--- src/asp_pkg.sv ---
// shared constants for the serial port with synchronous clock output
package asp_pkg;

  // register indices as printed or chosen, byte address is four times the index
  localparam logic [7:0] IDX_DATA  = 8'h11;
  localparam logic [7:0] IDX_CTL1  = 8'h12;
  localparam logic [7:0] IDX_CTL2  = 8'h13;
  localparam logic [7:0] IDX_FLAG  = 8'h14;
  localparam logic [7:0] IDX_BAUD  = 8'h15;
  localparam logic [7:0] ADDR_DATA = 8'(IDX_DATA * 4);
  localparam logic [7:0] ADDR_CTL1 = 8'(IDX_CTL1 * 4);
  localparam logic [7:0] ADDR_CTL2 = 8'(IDX_CTL2 * 4);
  localparam logic [7:0] ADDR_FLAG = 8'(IDX_FLAG * 4);
  localparam logic [7:0] ADDR_BAUD = 8'(IDX_BAUD * 4);

  // control_one fields
  localparam int C1_LAST_CLK = 0;
  localparam int C1_CLK_PHA  = 1;
  localparam int C1_CLK_POL  = 2;
  localparam int C1_WAKE     = 3;
  localparam int C1_NINE     = 4;
  localparam int C1_TX_BIT8  = 6;
  localparam int C1_RX_BIT8  = 7;
  localparam logic [7:0] C1_WR_MASK = 8'h5f;

  // control_two fields
  localparam int C2_BREAK    = 0;
  localparam int C2_SLEEP    = 1;
  localparam int C2_RX_ON    = 2;
  localparam int C2_TX_ON    = 3;
  localparam int C2_IDLE_IE  = 4;
  localparam int C2_RX_IE    = 5;
  localparam int C2_DONE_IE  = 6;
  localparam int C2_EMPTY_IE = 7;

  // flag_register fields
  localparam int F_FRAME = 1;
  localparam int F_NOISE = 2;
  localparam int F_OVER  = 3;
  localparam int F_IDLE  = 4;
  localparam int F_FULL  = 5;
  localparam int F_DONE  = 6;
  localparam int F_EMPTY = 7;

  // baud fields
  localparam int B_RX_LSB  = 0;
  localparam int B_PRE_LSB = 3;
  localparam int B_TX_LSB  = 5;

  localparam logic [7:0] RST_CTL1 = 8'h00;
  localparam logic [7:0] RST_CTL2 = 8'h00;
  localparam logic [7:0] RST_BAUD = 8'h00;
  localparam logic [7:0] RST_DATA = 8'h00;
  localparam logic [7:0] RST_FLAG = 8'hc0;

  // receive timing in sample ticks
  localparam logic [3:0] RT_VOTE_A = 4'h7;
  localparam logic [3:0] RT_VOTE_B = 4'h8;
  localparam logic [3:0] RT_VOTE_C = 4'h9;
  localparam logic [3:0] RT_LAST   = 4'hf;
  localparam logic [3:0] RT_HALF   = 4'h8;

  localparam logic [1:0] HTRANS_NONSEQ = 2'b10;

  typedef enum logic [3:0] {
    RX_IDLE  = 4'b0001,
    RX_START = 4'b0010,
    RX_DATA  = 4'b0100,
    RX_STOP  = 4'b1000
  } asp_rx_state_t;

  typedef enum logic [1:0] {
    TK_DATA  = 2'b01,
    TK_OTHER = 2'b10
  } asp_tx_kind_t;

endpackage

--- src/asp_uart.sv ---
// serial port with oversampling receiver, synchronous clock output and ahb-lite registers
//
// The register addresses and register access over AHB-Lite are this design's own decisions.
`timescale 1ns/1ps
module asp_uart
  import asp_pkg::*;
#(
  parameter logic [3:0] PRE_DIV_0 = 4'h1,
  parameter logic [3:0] PRE_DIV_1 = 4'h2,
  parameter logic [3:0] PRE_DIV_2 = 4'h4,
  parameter logic [3:0] PRE_DIV_3 = 4'h8
) (
  input  wire logic        hclk,
  input  wire logic        hresetn,
  input  wire logic        ce,
  input  wire logic        hsel,
  input  wire logic [7:0]  haddr,
  input  wire logic [1:0]  htrans,
  input  wire logic        hwrite,
  input  wire logic [2:0]  hsize,
  input  wire logic        hready,
  input  wire logic [31:0] hwdata,
  output logic      [31:0] hrdata,
  output logic             hreadyout,
  output logic             hresp,
  input  wire logic        serial_in_pin,
  output logic             serial_out,
  output logic             serial_out_oe,
  output logic             sync_clk,
  output logic             sync_clk_oe,
  output logic             irq
);

  // prescale divide minus one, encoding set by parameters
  function automatic logic [3:0] pre_limit(input logic [1:0] sel);
    logic [3:0] d;
    d = PRE_DIV_0;
    case (sel)
      2'd1:    d = PRE_DIV_1;
      2'd2:    d = PRE_DIV_2;
      2'd3:    d = PRE_DIV_3;
      default: d = PRE_DIV_0;
    endcase
    pre_limit = (d == 4'h0) ? 4'h0 : d - 4'h1;
  endfunction

  // selector divides by two to the power sel
  function automatic logic rate_hit(input logic [6:0] cnt, input logic [2:0] sel);
    logic [6:0] mask;
    mask = 7'((8'h01 << sel) - 8'h01);
    rate_hit = (cnt & mask) == mask;
  endfunction

  function automatic logic majority(input logic a, input logic b, input logic c);
    majority = (a & b) | (a & c) | (b & c);
  endfunction

  logic [7:0] ctl1_q, ctl2_q, baud_q, flag_q;
  logic [7:0] tx_data_q, rx_data_q;
  logic       rx_bit8_q;

  // ---------------- bus slave ----------------
  logic       wr_pend_q;
  logic [7:0] wr_addr_q;
  logic       status_seen_q;
  logic [31:0] hrdata_q;
  wire        bus_take   = ce && hsel && hready && (htrans == HTRANS_NONSEQ);
  wire        bus_rd     = bus_take && !hwrite;
  wire        wr_fire    = ce && wr_pend_q;
  wire        wr_data    = wr_fire && (wr_addr_q == ADDR_DATA);
  wire        wr_ctl1    = wr_fire && (wr_addr_q == ADDR_CTL1);
  wire        wr_ctl2    = wr_fire && (wr_addr_q == ADDR_CTL2);
  wire        wr_baud    = wr_fire && (wr_addr_q == ADDR_BAUD);
  wire        rd_flag    = bus_rd && (haddr == ADDR_FLAG);
  wire        rd_data    = bus_rd && (haddr == ADDR_DATA);
  wire        rx_clear   = rd_data && status_seen_q;
  wire [7:0]  ctl1_view  = {rx_bit8_q, ctl1_q[6:0]};
  // same address is transmit on write, receive on read
  wire [7:0]  rd_mux =
      (haddr == ADDR_DATA) ? rx_data_q :
      (haddr == ADDR_CTL1) ? ctl1_view :
      (haddr == ADDR_CTL2) ? ctl2_q :
      (haddr == ADDR_FLAG) ? flag_q :
      (haddr == ADDR_BAUD) ? baud_q : 8'h00;

  always_ff @(posedge hclk or negedge hresetn) begin
    if (!hresetn) begin
      wr_pend_q <= 1'b0;
      wr_addr_q <= 8'h00;
      hrdata_q  <= 32'h0000_0000;
    end else if (ce) begin
      wr_pend_q <= bus_take && hwrite;
      if (bus_take) begin
        wr_addr_q <= haddr;
      end
      if (bus_rd) begin
        hrdata_q <= {24'h00_0000, rd_mux};
      end
    end
  end

  always_ff @(posedge hclk or negedge hresetn) begin
    if (!hresetn) begin
      status_seen_q <= 1'b0;
    end else if (ce && bus_take) begin
      status_seen_q <= rd_flag;
    end
  end

  assign hrdata    = hrdata_q;
  assign hreadyout = 1'b1;
  assign hresp     = 1'b0;

  // ---------------- configuration ----------------
  wire tx_on     = ctl2_q[C2_TX_ON];
  wire rx_on     = ctl2_q[C2_RX_ON];
  wire nine_bits = ctl1_q[C1_NINE];
  logic rx_wake;

  // wake method and length in control_one, enables in control_two
  always_ff @(posedge hclk or negedge hresetn) begin
    if (!hresetn) begin
      ctl1_q <= RST_CTL1;
      ctl2_q <= RST_CTL2;
      baud_q <= RST_BAUD;
    end else if (ce) begin
      if (wr_ctl1) begin
        ctl1_q <= hwdata[7:0] & C1_WR_MASK;
      end
      if (wr_ctl2) begin
        ctl2_q <= hwdata[7:0];
      end else if (rx_wake) begin
        ctl2_q[C2_SLEEP] <= 1'b0;
      end
      if (wr_baud) begin
        baud_q <= hwdata[7:0];
      end
    end
  end

  // ---------------- baud generation ----------------
  logic [3:0] pre_cnt_q;
  logic [6:0] rx_div_q, tx_div_q;
  // two prescale bits feed two 3-bit selectors
  wire [1:0] pre_sel   = baud_q[B_PRE_LSB +: 2];
  wire [2:0] rx_sel    = baud_q[B_RX_LSB +: 3];
  wire [2:0] tx_sel    = baud_q[B_TX_LSB +: 3];
  wire       pre_wrap  = pre_cnt_q >= pre_limit(pre_sel);
  wire       pre_tick  = ce && pre_wrap;
  // independent dividers behind the shared prescaler
  wire       rx_tick   = pre_tick && rate_hit(rx_div_q, rx_sel);
  wire       tx_rt     = pre_tick && rate_hit(tx_div_q, tx_sel);

  always_ff @(posedge hclk or negedge hresetn) begin
    if (!hresetn) begin
      pre_cnt_q <= 4'h0;
      rx_div_q  <= 7'h00;
      tx_div_q  <= 7'h00;
    end else if (ce) begin
      pre_cnt_q <= pre_wrap ? 4'h0 : pre_cnt_q + 4'h1;
      if (pre_tick) begin
        rx_div_q <= rx_div_q + 7'h01;
        tx_div_q <= tx_div_q + 7'h01;
      end
    end
  end

  // ---------------- receiver ----------------
  logic          rx_s1_q, rx_s2_q;
  asp_rx_state_t rx_st_q;
  logic [3:0]    rt_q;
  logic [3:0]    rx_bit_q;
  logic [8:0]    rx_sh_q;
  logic [1:0]    vote_q;
  logic          rx_noise_q, rx_armed_q, rx_seen_q;
  logic [7:0]    idle_cnt_q;

  wire       line      = rx_s2_q;
  wire [3:0] data_len  = nine_bits ? 4'd9 : 4'd8;
  wire [7:0] idle_len  = nine_bits ? 8'd176 : 8'd160;
  wire       vote      = majority(vote_q[1], vote_q[0], line);
  wire       vote_bad  = !((vote_q[1] == vote_q[0]) && (vote_q[0] == line));
  wire       at_vote   = rx_tick && (rt_q == RT_VOTE_C);
  wire       stop_done = at_vote && (rx_st_q == RX_STOP);
  wire       sleeping  = ctl2_q[C2_SLEEP];
  wire [8:0] rx_frame  = nine_bits ? rx_sh_q : {1'b0, rx_sh_q[7:0]};
  wire       rx_addr   = nine_bits ? rx_sh_q[8] : rx_sh_q[7];
  wire       idle_hit  = rx_tick && line && (rx_st_q == RX_IDLE) && (idle_cnt_q == idle_len);
  // sleep suppresses every receive flag
  wire       rx_flags_ok = rx_on && !sleeping;
  wire       char_in   = stop_done && rx_flags_ok;
  wire       ovr_ev    = char_in && flag_q[F_FULL];
  wire       load_ev   = char_in && !flag_q[F_FULL];
  // idle only after a valid character, never while asleep
  wire       idle_ev   = idle_hit && rx_seen_q && rx_flags_ok;

  assign rx_wake = rx_on && sleeping && (ctl1_q[C1_WAKE] ? (stop_done && rx_addr) : idle_hit);

  always_ff @(posedge hclk or negedge hresetn) begin
    if (!hresetn) begin
      rx_s1_q <= 1'b1;
      rx_s2_q <= 1'b1;
    end else if (ce) begin
      rx_s1_q <= serial_in_pin;
      rx_s2_q <= rx_s1_q;
    end
  end

  // 16 samples per bit, frame timed from the detected start edge
  always_ff @(posedge hclk or negedge hresetn) begin
    if (!hresetn) begin
      rx_st_q    <= RX_IDLE;
      rt_q       <= 4'h0;
      rx_bit_q   <= 4'h0;
      rx_sh_q    <= 9'h000;
      vote_q     <= 2'b11;
      rx_noise_q <= 1'b0;
      rx_armed_q <= 1'b0;
    end else if (rx_tick && rx_on) begin
      rt_q <= rt_q + 4'h1;
      if (rt_q == RT_VOTE_A || rt_q == RT_VOTE_B) begin
        vote_q <= {vote_q[0], line};
      end
      case (rx_st_q)
        RX_IDLE: begin
          if (line) begin
            rx_armed_q <= 1'b1;
          end else if (rx_armed_q) begin
            // after a break the line must go high before a new start
            rx_st_q    <= RX_START;
            rt_q       <= 4'h1;
            rx_noise_q <= 1'b0;
            rx_armed_q <= 1'b0;
          end
        end
        RX_START: begin
          if (rt_q == RT_VOTE_C) begin
            if (vote) begin
              rx_st_q    <= RX_IDLE;
              rx_armed_q <= 1'b1;
            end
            rx_noise_q <= vote_bad;
          end else if (rt_q == RT_LAST) begin
            rx_st_q  <= RX_DATA;
            rx_bit_q <= 4'h0;
          end
        end
        RX_DATA: begin
          if (rt_q == RT_VOTE_C) begin
            rx_sh_q[rx_bit_q] <= vote; // lsb first
            rx_noise_q        <= rx_noise_q | vote_bad;
          end else if (rt_q == RT_LAST) begin
            rx_bit_q <= rx_bit_q + 4'h1;
            if (rx_bit_q == data_len - 4'h1) begin
              rx_st_q <= RX_STOP;
            end
          end
        end
        RX_STOP: begin
          if (rt_q == RT_VOTE_C) begin
            rx_st_q    <= RX_IDLE;
            rx_armed_q <= vote;
          end
        end
        default: rx_st_q <= RX_IDLE;
      endcase
    end else if (ce && !rx_on) begin
      rx_st_q <= RX_IDLE;
    end
  end

  // holding register loads on the receive sample tick of the stop bit vote
  always_ff @(posedge hclk or negedge hresetn) begin
    if (!hresetn) begin
      rx_data_q  <= RST_DATA;
      rx_bit8_q  <= 1'b0;
      rx_seen_q  <= 1'b0;
      idle_cnt_q <= 8'h00;
    end else if (ce) begin
      if (load_ev) begin
        rx_data_q <= rx_frame[7:0];
        rx_bit8_q <= rx_frame[8];
      end
      if (rx_tick) begin
        if (!line || rx_st_q != RX_IDLE) begin
          idle_cnt_q <= 8'h00;
        end else if (idle_cnt_q != idle_len) begin
          idle_cnt_q <= idle_cnt_q + 8'h01;
        end
      end
      if (char_in && vote) begin
        rx_seen_q <= 1'b1;
      end else if (idle_ev) begin
        rx_seen_q <= 1'b0;
      end
    end
  end

  // ---------------- transmitter ----------------
  logic         tx_busy_q, tx_on_prev_q, pre_pend_q;
  logic [3:0]   tx_sub_q, tx_left_q, tx_pos_q;
  logic [10:0]  tx_sh_q;
  asp_tx_kind_t tx_kind_q;
  logic         tx_out_q, tx_oe_q, sclk_q, sclk_oe_q;

  // fixed divide by sixteen ahead of the transmitter
  wire        tx_bit    = tx_rt && (tx_sub_q == RT_LAST);
  wire        tx_free   = !tx_busy_q || (tx_left_q == 4'h0);
  wire        take_pre  = tx_on && pre_pend_q;
  wire        take_data = tx_on && !pre_pend_q && !flag_q[F_EMPTY];
  wire        take_brk  = tx_on && !pre_pend_q && flag_q[F_EMPTY] && ctl2_q[C2_BREAK];
  wire        tx_next   = take_pre || take_data || take_brk;
  wire [3:0]  frame_len = nine_bits ? 4'd11 : 4'd10;
  wire [10:0] data_frm  = nine_bits ? {1'b1, ctl1_q[C1_TX_BIT8], tx_data_q, 1'b0}
                                    : {2'b11, tx_data_q, 1'b0};
  wire [10:0] next_frm  = take_pre ? 11'h7ff : (take_data ? data_frm : 11'h000);
  // shifter loads on the bit clock, not on the bus write
  wire        load_tx   = tx_bit && tx_free && take_data;
  // done when nothing is pending, also after a disable
  wire        done_ev   = tx_bit && tx_free && tx_busy_q && !tx_next;
  wire        clk_bit   = (tx_kind_q == TK_DATA) && (tx_pos_q != 4'h0) &&
                          ((tx_pos_q < data_len) ||
                           (tx_pos_q == data_len && ctl1_q[C1_LAST_CLK]));
  wire        clk_half  = ctl1_q[C1_CLK_PHA] ? (tx_sub_q < RT_HALF) : (tx_sub_q >= RT_HALF);

  always_ff @(posedge hclk or negedge hresetn) begin
    if (!hresetn) begin
      tx_data_q <= RST_DATA;
    end else if (wr_data) begin
      tx_data_q <= hwdata[7:0];
    end
  end

  always_ff @(posedge hclk or negedge hresetn) begin
    if (!hresetn) begin
      tx_sub_q     <= 4'h0;
      tx_busy_q    <= 1'b0;
      tx_left_q    <= 4'h0;
      tx_pos_q     <= 4'h0;
      tx_sh_q      <= 11'h7ff;
      tx_kind_q    <= TK_OTHER;
      tx_on_prev_q <= 1'b0;
      pre_pend_q   <= 1'b0;
      tx_out_q     <= 1'b1;
    end else if (ce) begin
      tx_on_prev_q <= tx_on;
      if (tx_rt) begin
        tx_sub_q <= tx_sub_q + 4'h1;
      end
      if (tx_on && !tx_on_prev_q) begin
        pre_pend_q <= 1'b1;
      end else if (tx_bit && tx_free && take_pre) begin
        pre_pend_q <= 1'b0;
      end
      if (tx_bit) begin
        if (tx_free && tx_next) begin
          tx_busy_q <= 1'b1;
          tx_out_q  <= next_frm[0];
          tx_sh_q   <= {1'b1, next_frm[10:1]};
          tx_left_q <= frame_len - 4'h1;
          tx_pos_q  <= 4'h0;
          tx_kind_q <= take_data ? TK_DATA : TK_OTHER;
        end else if (tx_free) begin
          tx_busy_q <= 1'b0;
          tx_out_q  <= 1'b1;
          tx_kind_q <= TK_OTHER;
        end else begin
          // least significant bit leaves first
          tx_out_q  <= tx_sh_q[0];
          tx_sh_q   <= {1'b1, tx_sh_q[10:1]};
          tx_left_q <= tx_left_q - 4'h1;
          tx_pos_q  <= tx_pos_q + 4'h1;
        end
      end
    end
  end

  // pins released only after the frame in flight ends
  always_ff @(posedge hclk or negedge hresetn) begin
    if (!hresetn) begin
      tx_oe_q   <= 1'b0;
      sclk_q    <= 1'b0;
      sclk_oe_q <= 1'b0;
    end else if (ce) begin
      tx_oe_q   <= tx_on || tx_busy_q;
      sclk_oe_q <= tx_on || tx_busy_q;
      // pulses on data bits only, phase and polarity chosen
      sclk_q    <= ctl1_q[C1_CLK_POL] ^ (tx_busy_q && clk_bit && clk_half);
    end
  end

  assign serial_out    = tx_out_q;
  assign serial_out_oe = tx_oe_q;
  assign sync_clk      = sclk_q;
  assign sync_clk_oe   = sclk_oe_q;

  // ---------------- flags and interrupt ----------------
  // hardware set wins over the software clear
  always_ff @(posedge hclk or negedge hresetn) begin
    if (!hresetn) begin
      flag_q <= RST_FLAG;
    end else if (ce) begin
      flag_q[F_EMPTY] <= load_tx || (flag_q[F_EMPTY] && !wr_data);
      flag_q[F_DONE]  <= done_ev || (flag_q[F_DONE] && !wr_data);
      flag_q[F_FULL]  <= load_ev || (flag_q[F_FULL] && !rx_clear);
      flag_q[F_IDLE]  <= idle_ev || (flag_q[F_IDLE] && !rx_clear);
      flag_q[F_OVER]  <= ovr_ev || (flag_q[F_OVER] && !rx_clear);
      // stop bit samples count towards noise as well
      flag_q[F_NOISE] <= (load_ev && (rx_noise_q || vote_bad)) ||
                         (flag_q[F_NOISE] && !rx_clear);
      flag_q[F_FRAME] <= (load_ev && !vote) || (flag_q[F_FRAME] && !rx_clear);
      flag_q[0]       <= 1'b0;
    end
  end

  always_ff @(posedge hclk or negedge hresetn) begin
    if (!hresetn) begin
      irq <= 1'b0;
    end else if (ce) begin
      irq <= (flag_q[F_EMPTY] && ctl2_q[C2_EMPTY_IE]) ||
             (flag_q[F_DONE] && ctl2_q[C2_DONE_IE]) ||
             ((flag_q[F_FULL] || flag_q[F_OVER]) && ctl2_q[C2_RX_IE]) ||
             (flag_q[F_IDLE] && ctl2_q[C2_IDLE_IE]);
    end
  end

endmodule

--- config.mk ---
export PLATFORM = sky130hd
export DESIGN_NAME = asp_uart
export DESIGN_NICKNAME = d
export VERILOG_FILES = /design/src/asp_pkg.sv /design/src/asp_uart.sv
export SDC_FILE = /design/constraint.sdc
export NUM_CORES = 1
export LEC_CHECK = 0
export BUFFER_PORTS_ARGS = -buffer_cell sky130_fd_sc_hd__buf_2
export CORE_MARGIN = 2
export CORE_UTILIZATION = 40
export DETAILED_ROUTE_END_ITERATION = 8
export PLACE_DENSITY_LB_ADDON = 0.05
export SLEW_MARGIN = 40
export SYNTH_ARGS = -nofsm -noshare
export SYNTH_HDL_FRONTEND = slang
export SYNTH_SLANG_ARGS = --single-unit
--- constraint.sdc ---
create_clock -name hclk -period 3.9 [get_ports hclk]
set_input_delay 0.78 -clock hclk [delete_from_list [all_inputs] [get_ports hclk]]
set_output_delay 0.78 -clock hclk [all_outputs]
set_load 0.01 [all_outputs]
==> impl_metrics.json, run 1 <==
{
  "worst_ep_required_time_ns": 4.17,
  "start_kind": "register",
  "cp_slowest_cell": "a21oi_4",
  "grt_max_degree": 80,
  "cap_violations": 0,
  "synth_top_cell_by_area": "dfrtp_1",
  "reg2reg_from": "baud_q[6]$_DFFE_PN0P_",
  "synth_top_cell_area_share_pct": 40.5,
  "rsz0062_at_grt": "false",
  "powerDensity_nw_per_um2": 447,
  "clk_pin_slew_ns": 0.06,
  "drive_above_1_share_pct": 20.0,
  "netlist_top_cells_count": "dfrtp_1, nand2_1, mux2_2, o21ai_0, nor2_1",
  "insertion_delay_ns": 0.42,
  "dr.pass1.iters": 4,
  "yosysUniqueCellTypes": 77,
  "synthesis.area_um2": 8030,
  "end_kind": "register",
  "fill_cells": 1881,
  "cts_num_sinks": 149,
  "max-slew-margin-rel_pct": 51.9,
  "r2r-end": "tx_pos_q[2]$_DFFE_PN0P_",
  "crit_path_max_incr_delay_ns": 0.58,
  "htree_levels": 4,
  "ant_nets": 0,
  "post-route-min-period_ns": 3.22,
  "synthToLayoutAreaGrowth_pct": 11.9,
  "path_cells": "or3_4, ha_1, or3b_1, a31oi_1, nor4_2, nand4bb_4, a21oi_4, o221ai_1",
  "drv_slew": 0,
  "setup_viol": 0,
  "die_area_um2": 21200,
  "cts_tree": "done",
  "post-cts-setup-buffers": 0,
  "ys.flop_type": "dfrtp_1",
  "track_usage_pct": 18.6,
  "hold_class": "in2async",
  "io_pins": 91,
  "worst_pin_slew_ns": 0.715,
  "peakVddDrop_uv": 273,
  "fin_nets": 888,
  "core_um2": 19600,
  "clock-root-buffer": "clkbuf_16",
  "endpoint": "tx_pos_q[2]$_DFFE_PN0P_",
  "syn_avg_cell_area_um2": 10.3,
  "antenna_found_initial": 0,
  "ys_seq_elements": 149,
  "wl_mm": 18.9,
  "vias_per_cell": 5.45,
  "status": "complete, no violations",
  "grt_pass1_wl_mm": 31.7,
  "place.gp.congestion": 0.795,
  "cp_data_arrival_time_ns": 3.50,
  "dp_hpwl_mm": 13.4,
  "critical_path_class": "reg2reg",
  "grt_pass1_vias": 6000,
  "fp-row-count": 51,
  "yosys_warnings": 0,
  "hold_buffers": 0,
  "synth_edf_count": 0,
  "synth.most_common_cell": "dfrtp_1",
  "setup_ws_ns": 0.675,
  "worst_r2r_path_depth": 8,
  "place_area_um2": 8370,
  "cellLeakagePower_uw": 0.00407,
  "fin_area_um2": 8980,
  "die_height_um": 146,
  "final_util_pct": 45.9,
  "route.detailed.drc": 0,
  "cts_max_path_buffers": 2,
  "seq_area_frac_synth_pct": 46.8,
  "start_util_pct": 41.0,
  "numCtsBuffers": 17,
  "diodes": 0,
  "cp-startpoint": "baud_q[6]$_DFFE_PN0P_",
  "postSynthCellCount": 782,
  "total_power_uw": 4010,
  "reg2reg_slack_ns": 0.68,
  "max_freq_mhz": 310,
  "drtIter0Drc": 249,
  "pre_cts_slack_ns": 0.658,
  "synth_area_leaders": "dfrtp_1, mux2_2, dfstp_2, ha_1, o21ai_0",
  "die_w_um": 146,
  "hold_viol": 0,
  "cp_max_fo": 25,
  "setup_tns_ns": 0,
  "wl_per_cell_um": 17.4,
  "cts_resized": 0,
  "numPortBuffers": 37,
  "finalCritPeriodShare_pct": 82.7,
  "synthArstFlopShare_pct": 100,
  "finalClockSkew_ns": 0.00887,
  "grt_overflow_total": 0,
  "vias": 5944
}
==> critical path: cells and delay by family (launching register included) <==
family	cells	cell delay, ns
fa+ha+maj	1	0.27
compound gates	3	0.89
simple gates	4	1.41
flops	1	0.50
==> per-stage QoR <==
stage	hold slack, ns	instances
CTS	0.439	1089
global route	0.440	1090
detailed placement	0.448	1057
finish	0.397	1090
floorplan	0.425	807
global placement	0.436	1057
==> power breakdown <==
| group | leakage, uW | internal (uW) | total (uW) | switching [uW] |
|---|---|---|---|---|
| Sequential | 0.00192 | 1690 | 1830 | 141 |
| Clock | 0.000292 | 980 | 1690 | 709 |
| Combinational | 0.00187 | 214 | 495 | 282 |
==> cell type report <==
cell class | instances | area [um^2] | area share (%)
clock buffer | 18 | 439 | 4.89
clock inverter | 14 | 168 | 1.87
inverter | 31 | 116 | 1.30
multi-input combinational | 566 | 3890 | 43.4
sequential | 149 | 3750 | 41.8
tap | 265 | 332 | 3.69
timing repair buffer | 47 | 282 | 3.13
==> worst min-delay path by stage <==
stage | startpoint | endpoint | cells past startpoint
2_1_floorplan | tx_on_prev_q$_DFFE_PN0P_ | pre_pend_q$_DFFE_PN0P_ | 1
3_3_place_gp | tx_on_prev_q$_DFFE_PN0P_ | pre_pend_q$_DFFE_PN0P_ | 1
5_1_grt | hresetn | tx_left_q[2]$_DFFE_PN0P_ | 1
4_1_cts | hresetn | tx_sub_q[2]$_DFFE_PN0P_ | 1
6_report | hresetn | tx_left_q[2]$_DFFE_PN0P_ | 1
3_5_place_dp | rx_div_q[6]$_DFFE_PN0P_ | rx_div_q[6]$_DFFE_PN0P_ | 1
==> kinds of logic after synthesis <==
kind of cell | count (synthesis) | synth area share (%)
AOI/OAI and AO/OA | 191 | 15.6
xor gates and xnor gates | 19 | 2.07
adders and majority gates | 24 | 3.74
buffers and inverters | 92 | 5.92
DFF | 149 | 46.8
muxes | 63 | 8.72
other | 2 | 0.0936
and+or+nand+nor | 242 | 17.1
==> metal layers <==
layer / vias to the layer above / share of wire [%] / GRT usage, %
met1: 2980 / 46 / 24.3
met5: - / 0 / 0
li1: 2852 / - / -
met2: 96 / 50 / 31.9
met3: 16 / 2.9 / 4.04
met4: 0 / 1.0 / 4.17
==> registers in the layout (all words and copies together), names as in the netlist, 6 cells and up <==
name        count
baud_q          8
ctl1_q          6
ctl2_q          8
flag_q          7
hrdata          8
idle_cnt_q      8
rx_data_q       8
rx_div_q        7
rx_sh_q         9
tx_data_q       8
tx_div_q        7
tx_sh_q        10
wr_addr_q       8
==> cell usage in the layout (no fill, tap or decap), types with 8 or more instances in the layout <==
master,synthesis,layout
dfrtp_1,130,130
nand2_1,50,50
mux2_2,49,49
o21ai_0,49,48
nor2_1,45,45
a21oi_1,38,38
buf_2,8,36
nand3_1,34,34
inv_1,30,30
conb_1,2,27
ha_1,24,24
dfstp_2,19,19
o31ai_1,18,18
nand2b_1,17,17
clkbuf_16,0,17
nor2b_1,15,15
a22oi_1,11,11
nand4_1,10,10
a31oi_1,10,10
or3_1,10,10
xor2_1,10,10
o22a_1,10,10
xnor2_1,9,9
buf_4,30,9
and3_1,8,8
nor3_1,8,8
mux2i_1,8,8
nor4_1,8,8
No activity file was read; power rests on OpenSTA's default activity.
==> run 2, diff against run 1 <==
==> constraint.sdc (replaced) <==
create_clock -name hclk -period 3.1 [get_ports hclk]
set_input_delay 0.62 -clock hclk [delete_from_list [all_inputs] [get_ports hclk]]
set_output_delay 0.62 -clock hclk [all_outputs]
set_load 0.01 [all_outputs]
==> impl_metrics.json, run 2 (synthesized netlist as in run 1, its figures left out) <==
{
  "crit_path_frequent_cell": "buf_4",
  "cts_tree": "done",
  "fin_area_um2": 9150,
  "fin_nets": 905,
  "max_freq_mhz": 355,
  "grt_pass1_vias": 6271,
  "hold_class": "in2async",
  "start_kind": "register",
  "powerDensity_nw_per_um2": 563,
  "final_common_cell": "dfrtp_1",
  "place_inst": 1073,
  "place.gp.congestion": 0.846,
  "worst_pin_slew_ns": 0.735,
  "final_cell_mix": "dfrtp_1, nand2_1, mux2_2",
  "dp_hpwl_mm": 14.2,
  "reg2reg_slack_ns": 0.28,
  "cp_data_arrival_time_ns": 3.14,
  "grt_overflow_total": 0,
  "hold_viol": 0,
  "drtIter0Drc": 283,
  "cp_slowest_cell": "a2111oi_2",
  "wl_mm": 19.5,
  "fill_cells": 1858,
  "setup_tns_ns": 0,
  "cp_max_fo": 15,
  "insertion_delay_ns": 0.42,
  "post-route-min-period_ns": 2.82,
  "route.detailed.drc": 0,
  "cap_violations": 0,
  "numCtsBuffers": 17,
  "top_regs": "tx_sh_q: 10 flops, rx_sh_q: 9 flops",
  "clk_pin_slew_ns": 0.06,
  "finalCritPeriodShare_pct": 90.9,
  "regMostFlops": "tx_sh_q",
  "end_kind": "register",
  "grt_pass1_wl_mm": 32.7,
  "setup_viol": 0,
  "synthToLayoutAreaGrowth_pct": 14.0,
  "final_util_pct": 46.7,
  "path_buf_inv": 2,
  "critical_path_class": "reg2reg",
  "wl_per_cell_um": 17.7,
  "clock-root-buffer": "clkbuf_16",
  "max-slew-margin-rel_pct": 50.9,
  "die_w_um": 146,
  "cellLeakagePower_uw": 0.00416,
  "largest_reg_flops": 10,
  "numPortBuffers": 37,
  "dr.pass1.iters": 5,
  "reg2reg_from": "baud_q[4]$_DFFE_PN0P_",
  "track_usage_pct": 19.3,
  "io_pins": 91,
  "cts_max_path_buffers": 2,
  "place_area_um2": 8490,
  "vias_per_cell": 5.46,
  "start_util_pct": 41.0,
  "final_cell_count_no_fill": 1107,
  "peakVddDrop_uv": 348,
  "finalClockSkew_ns": 0.00662,
  "drv_slew": 0,
  "worst_ep_required_time_ns": 3.42,
  "rsz0062_at_grt": "false",
  "die_area_um2": 21200,
  "htree_levels": 4,
  "die_height_um": 146,
  "diodes": 0,
  "crit_path_max_incr_delay_ns": 0.58,
  "grt_max_degree": 77,
  "vias": 6048,
  "cp-startpoint": "baud_q[4]$_DFFE_PN0P_",
  "path_cells": "or2_2, ha_1, nand2b_1, a2111oi_2, nor3_1, nand4_1, buf_4, buf_4, o21ai_0, o31ai_1",
  "drive_above_1_share_pct": 21.5,
  "antenna_found_initial": 0,
  "path_delay_family": "simple AND/OR/NAND/NOR gates",
  "fp-row-count": 51,
  "status": "complete, no violations",
  "core_um2": 19600,
  "ant_nets": 0,
  "cts_num_sinks": 149
}
==> run 2: what timing repair did <==
item,in CTS,in global routing
hold buffers,0,0
buffers inserted,0,2
endpoints found under the hold margin,0,0
setup endpoints to repair,0,8
gates resized for setup,0,0
==> run 2: layer usage <==
layer  up-vias  global-route usage, %  part of all wire [%]
met2       120                   32.9                    51
met5         -                      0                     0
met1      3000                   24.8                    45
met4         0                   5.83                   1.7
li1       2904                      -                     -
met3        24                   3.92                   2.9
==> run 2: cell type report <==
cell class                      count  area [um^2]  share of cell area, %
Clock buffer                       18          429                   4.69
Multi-Input combinational cell    566         3890                   42.6
Clock inverter                     14          199                   2.18
Sequential cell                   149         3750                   41.0
Tap cell                          265          332                   3.63
Timing Repair Buffer               64          422                   4.61
Inverter                           31          116                   1.27
==> run 2: worst reg2reg max path, stage by stage, from the launching register on <==
cell	delay (ns)
dfrtp_1	0.41
or2_2	0.31
ha_1	0.26
nand2b_1	0.15
a2111oi_2	0.58
nor3_1	0.16
nand4_1	0.23
buf_4	0.25
buf_4	0.21
o21ai_0	0.10
o31ai_1	0.07
==> run 2: where the power goes <==
part           internal, uW  switching (uW)  total (uW)
sequential             2120             179        2300
combinational           281             357         638
clock                  1360             854        2210
total                  3760            1390        5150
==> run 2: final timing paths <==
kind,cells past startpoint,endpoint
min in group hclk,2,rx_s1_q$_DFFE_PN1P_
max reg2reg,10,rx_sh_q[6]$_DFFE_PN0P_
min,1,tx_left_q[2]$_DFFE_PN0P_
min reg2reg,1,rx_div_q[6]$_DFFE_PN0P_
max in group asynchronous,2,tx_sh_q[4]$_DFFE_PN1P_
max,10,rx_sh_q[6]$_DFFE_PN0P_
==> run 2: through the flow <==
stage          hold slack, ns  power (uW)  setup slack (ns)
2_1_floorplan           0.324        2760             0.400
3_3_place_gp            0.436        2950             0.106
3_5_place_dp            0.451        2990            0.0449
4_1_cts                 0.255        5230            0.0340
5_1_grt                 0.255        5440            0.0475
6_report                0.203        5150             0.281
==> run 3, diff against run 2 <==
--- a/config.mk
+++ b/config.mk
@@ -5,6 +5,7 @@
 export SDC_FILE = /design/constraint.sdc
 export NUM_CORES = 1
 export LEC_CHECK = 0
+export ABC_AREA = 1
 export BUFFER_PORTS_ARGS = -buffer_cell sky130_fd_sc_hd__buf_2
 export CORE_MARGIN = 2
 export CORE_UTILIZATION = 40
==> impl_metrics.json, run 3 <==
{
  "status": "complete, no violations",
  "reg2reg_slack_ns": 0.57,
  "use_met3_pct": 3.34,
  "ys_seq_elements": 149,
  "top_regs": "tx_sh_q: 10 flops, rx_sh_q: 9 flops",
  "clk_pin_slew_ns": 0.06,
  "synth_area_leaders": "dfrtp_1, nand2_1, dfstp_2, nand3_1, o21ai_0",
  "path_delay_family": "simple AND/OR/NAND/NOR gates",
  "track_usage_pct": 19.4,
  "yosys_warnings": 0,
  "powerDensity_nw_per_um2": 665,
  "reg2reg_from": "baud_q[4]$_DFFE_PN0P_",
  "cp_max_fo": 14,
  "grt_busiest_layer": "met2",
  "clock-root-buffer": "clkbuf_16",
  "post-cts-setup-buffers": 0,
  "synth.most_common_cell": "nand2_1",
  "total_power_uw": 6030,
  "io_pins": 91,
  "netlist_top_cells_count": "nand2_1, dfrtp_1, inv_1",
  "final_common_cell": "nand2_1",
  "syn_avg_cell_area_um2": 8.14,
  "drv_slew": 0,
  "start_kind": "register",
  "synthArstFlopShare_pct": 100,
  "die_height_um": 146,
  "fin_nets": 1112,
  "hold_class": "in2async",
  "core_um2": 19700,
  "cp_data_arrival_time_ns": 2.83,
  "fin_area_um2": 9070,
  "rsz0062_at_grt": "false",
  "final_cell_count_no_fill": 1314,
  "diodes": 0,
  "max_freq_mhz": 396,
  "cap_violations": 0,
  "cts_resized": 0,
  "synthToLayoutAreaGrowth_pct": 12.3,
  "vias_per_cell": 4.85,
  "hold_viol": 0,
  "ant_nets": 0,
  "wl_per_cell_um": 14.8,
  "cts_tree": "done",
  "path_cells": "inv_1, nand2_1, ha_1, nand4_1, nand3_2, nand2_4, inv_4, nand2_2, clkinv_2, nand2_2, nor2_4, nand2_4, nand2_1, o21ai_2",
  "finalCritPeriodShare_pct": 81.5,
  "setup_tns_ns": 0,
  "peakVddDrop_uv": 354,
  "wl_mm": 19.5,
  "grt_pass1_vias": 6229,
  "place_area_um2": 8450,
  "place.gp.congestion": 0.797,
  "cp_slowest_cell": "dfrtp_1",
  "gr-usage-met1_pct": 25.8,
  "dr.pass1.iters": 6,
  "post-route-min-period_ns": 2.53,
  "ys.flop_type": "dfrtp_1",
  "route.detailed.drc": 0,
  "setup_viol": 0,
  "drive_above_1_share_pct": 12.5,
  "hold_buffers": 0,
  "final_cell_mix": "nand2_1, dfrtp_1, inv_1",
  "critical_path_class": "reg2reg",
  "largest_reg_flops": 10,
  "postSynthCellCount": 992,
  "path_buf_inv": 3,
  "met2_usage_pct": 31.8,
  "vias": 6370,
  "dp_hpwl_mm": 14.4,
  "fp-row-count": 51,
  "yosysUniqueCellTypes": 46,
  "numPortBuffers": 37,
  "fill_cells": 2048,
  "worst_ep_required_time_ns": 3.41,
  "max-slew-margin-rel_pct": 57.4,
  "end_kind": "register",
  "die_area_um2": 21300,
  "drtIter0Drc": 329,
  "place_inst": 1282,
  "worst_pin_slew_ns": 0.637,
  "crit_path_max_incr_delay_ns": 0.40,
  "htree_levels": 4,
  "grt_pass1_wl_mm": 32.7,
  "synth_top_cell_area_share_pct": 40.3,
  "seq_area_frac_synth_pct": 46.5,
  "synth_top_cell_by_area": "dfrtp_1",
  "r2r-end": "rx_data_q[7]$_DFFE_PN0P_",
  "start_util_pct": 41.1,
  "cts_num_sinks": 149,
  "die_w_um": 146,
  "finalClockSkew_ns": 0.00952,
  "cellLeakagePower_uw": 0.00444,
  "grt_overflow_total": 0,
  "antenna_found_initial": 0,
  "regMostFlops": "tx_sh_q",
  "worst_r2r_path_depth": 14,
  "grt_max_degree": 54,
  "synth_edf_count": 0,
  "numCtsBuffers": 17,
  "insertion_delay_ns": 0.42,
  "cts_max_path_buffers": 2,
  "synthesis.area_um2": 8070
}
## run 3: final cells by class
| class | count | area, um^2 | share of cell area [%] |
|---|---|---|---|
| repair buffers | 46 | 272 | 2.99 |
| multi-input cells | 705 | 3650 | 40.3 |
| inverters | 117 | 443 | 4.88 |
| flip-flops and latches | 149 | 3750 | 41.4 |
| well taps | 265 | 332 | 3.66 |
| clock inverters | 10 | 154 | 1.70 |
| clock buffers | 22 | 464 | 5.12 |
## run 3: report_power, final
group          total (uW)  switching, uW  internal [uW]
logic                1290            838            456
registers            2540            252           2290
clock network        2190            807           1380
total                6030           1900           4130
## run 3: layer usage
metal / vias up / routed length, um
met4: 0 / 394
met1: 2987 / 9240
met3: 20 / 498
met5: - / 0
li1: 3283 / -
met2: 80 / 9370
## run 3: cells by family (layout without fill, tap and decap cells)
logic type      after synthesis  after routing  synth area share [%]
mux                           1              1                 0.124
buf+inv                     163            195                  9.44
simple gates                470            470                  25.6
flops                       149            149                  46.5
fa+ha+maj                    24             24                  3.72
xor+xnor                     30             30                  3.26
compound gates              153            153                  11.3
other cells                   2             27                0.0930
## run 3: worst max path at each step
stage / cells past startpoint / slack (ns) / endpoint / startpoint
3_3_place_gp: 12 / 0.63 / tx_pos_q[0]$_DFFE_PN0P_ / baud_q[4]$_DFFE_PN0P_
6_report: 14 / 0.57 / rx_data_q[7]$_DFFE_PN0P_ / baud_q[4]$_DFFE_PN0P_
3_5_place_dp: 12 / 0.55 / tx_left_q[3]$_DFFE_PN0P_ / baud_q[4]$_DFFE_PN0P_
2_1_floorplan: 15 / 1.11 / rx_data_q[3]$_DFFE_PN0P_ / baud_q[4]$_DFFE_PN0P_
4_1_cts: 12 / 0.54 / tx_pos_q[0]$_DFFE_PN0P_ / baud_q[4]$_DFFE_PN0P_
5_1_grt: 14 / 0.33 / rx_sh_q[2]$_DFFE_PN0P_ / baud_q[4]$_DFFE_PN0P_
## run 3: stage by stage
step                      worst slack [ns]  util [%]  hold slack, ns
after global routing                 0.335      46.1           0.179
after global placement               0.626      43.0           0.453
final                                0.575      46.1           0.138
after CTS                            0.540      46.1           0.158
after detailed placement             0.547      43.0           0.460
after floorplan                       1.11         -           0.324
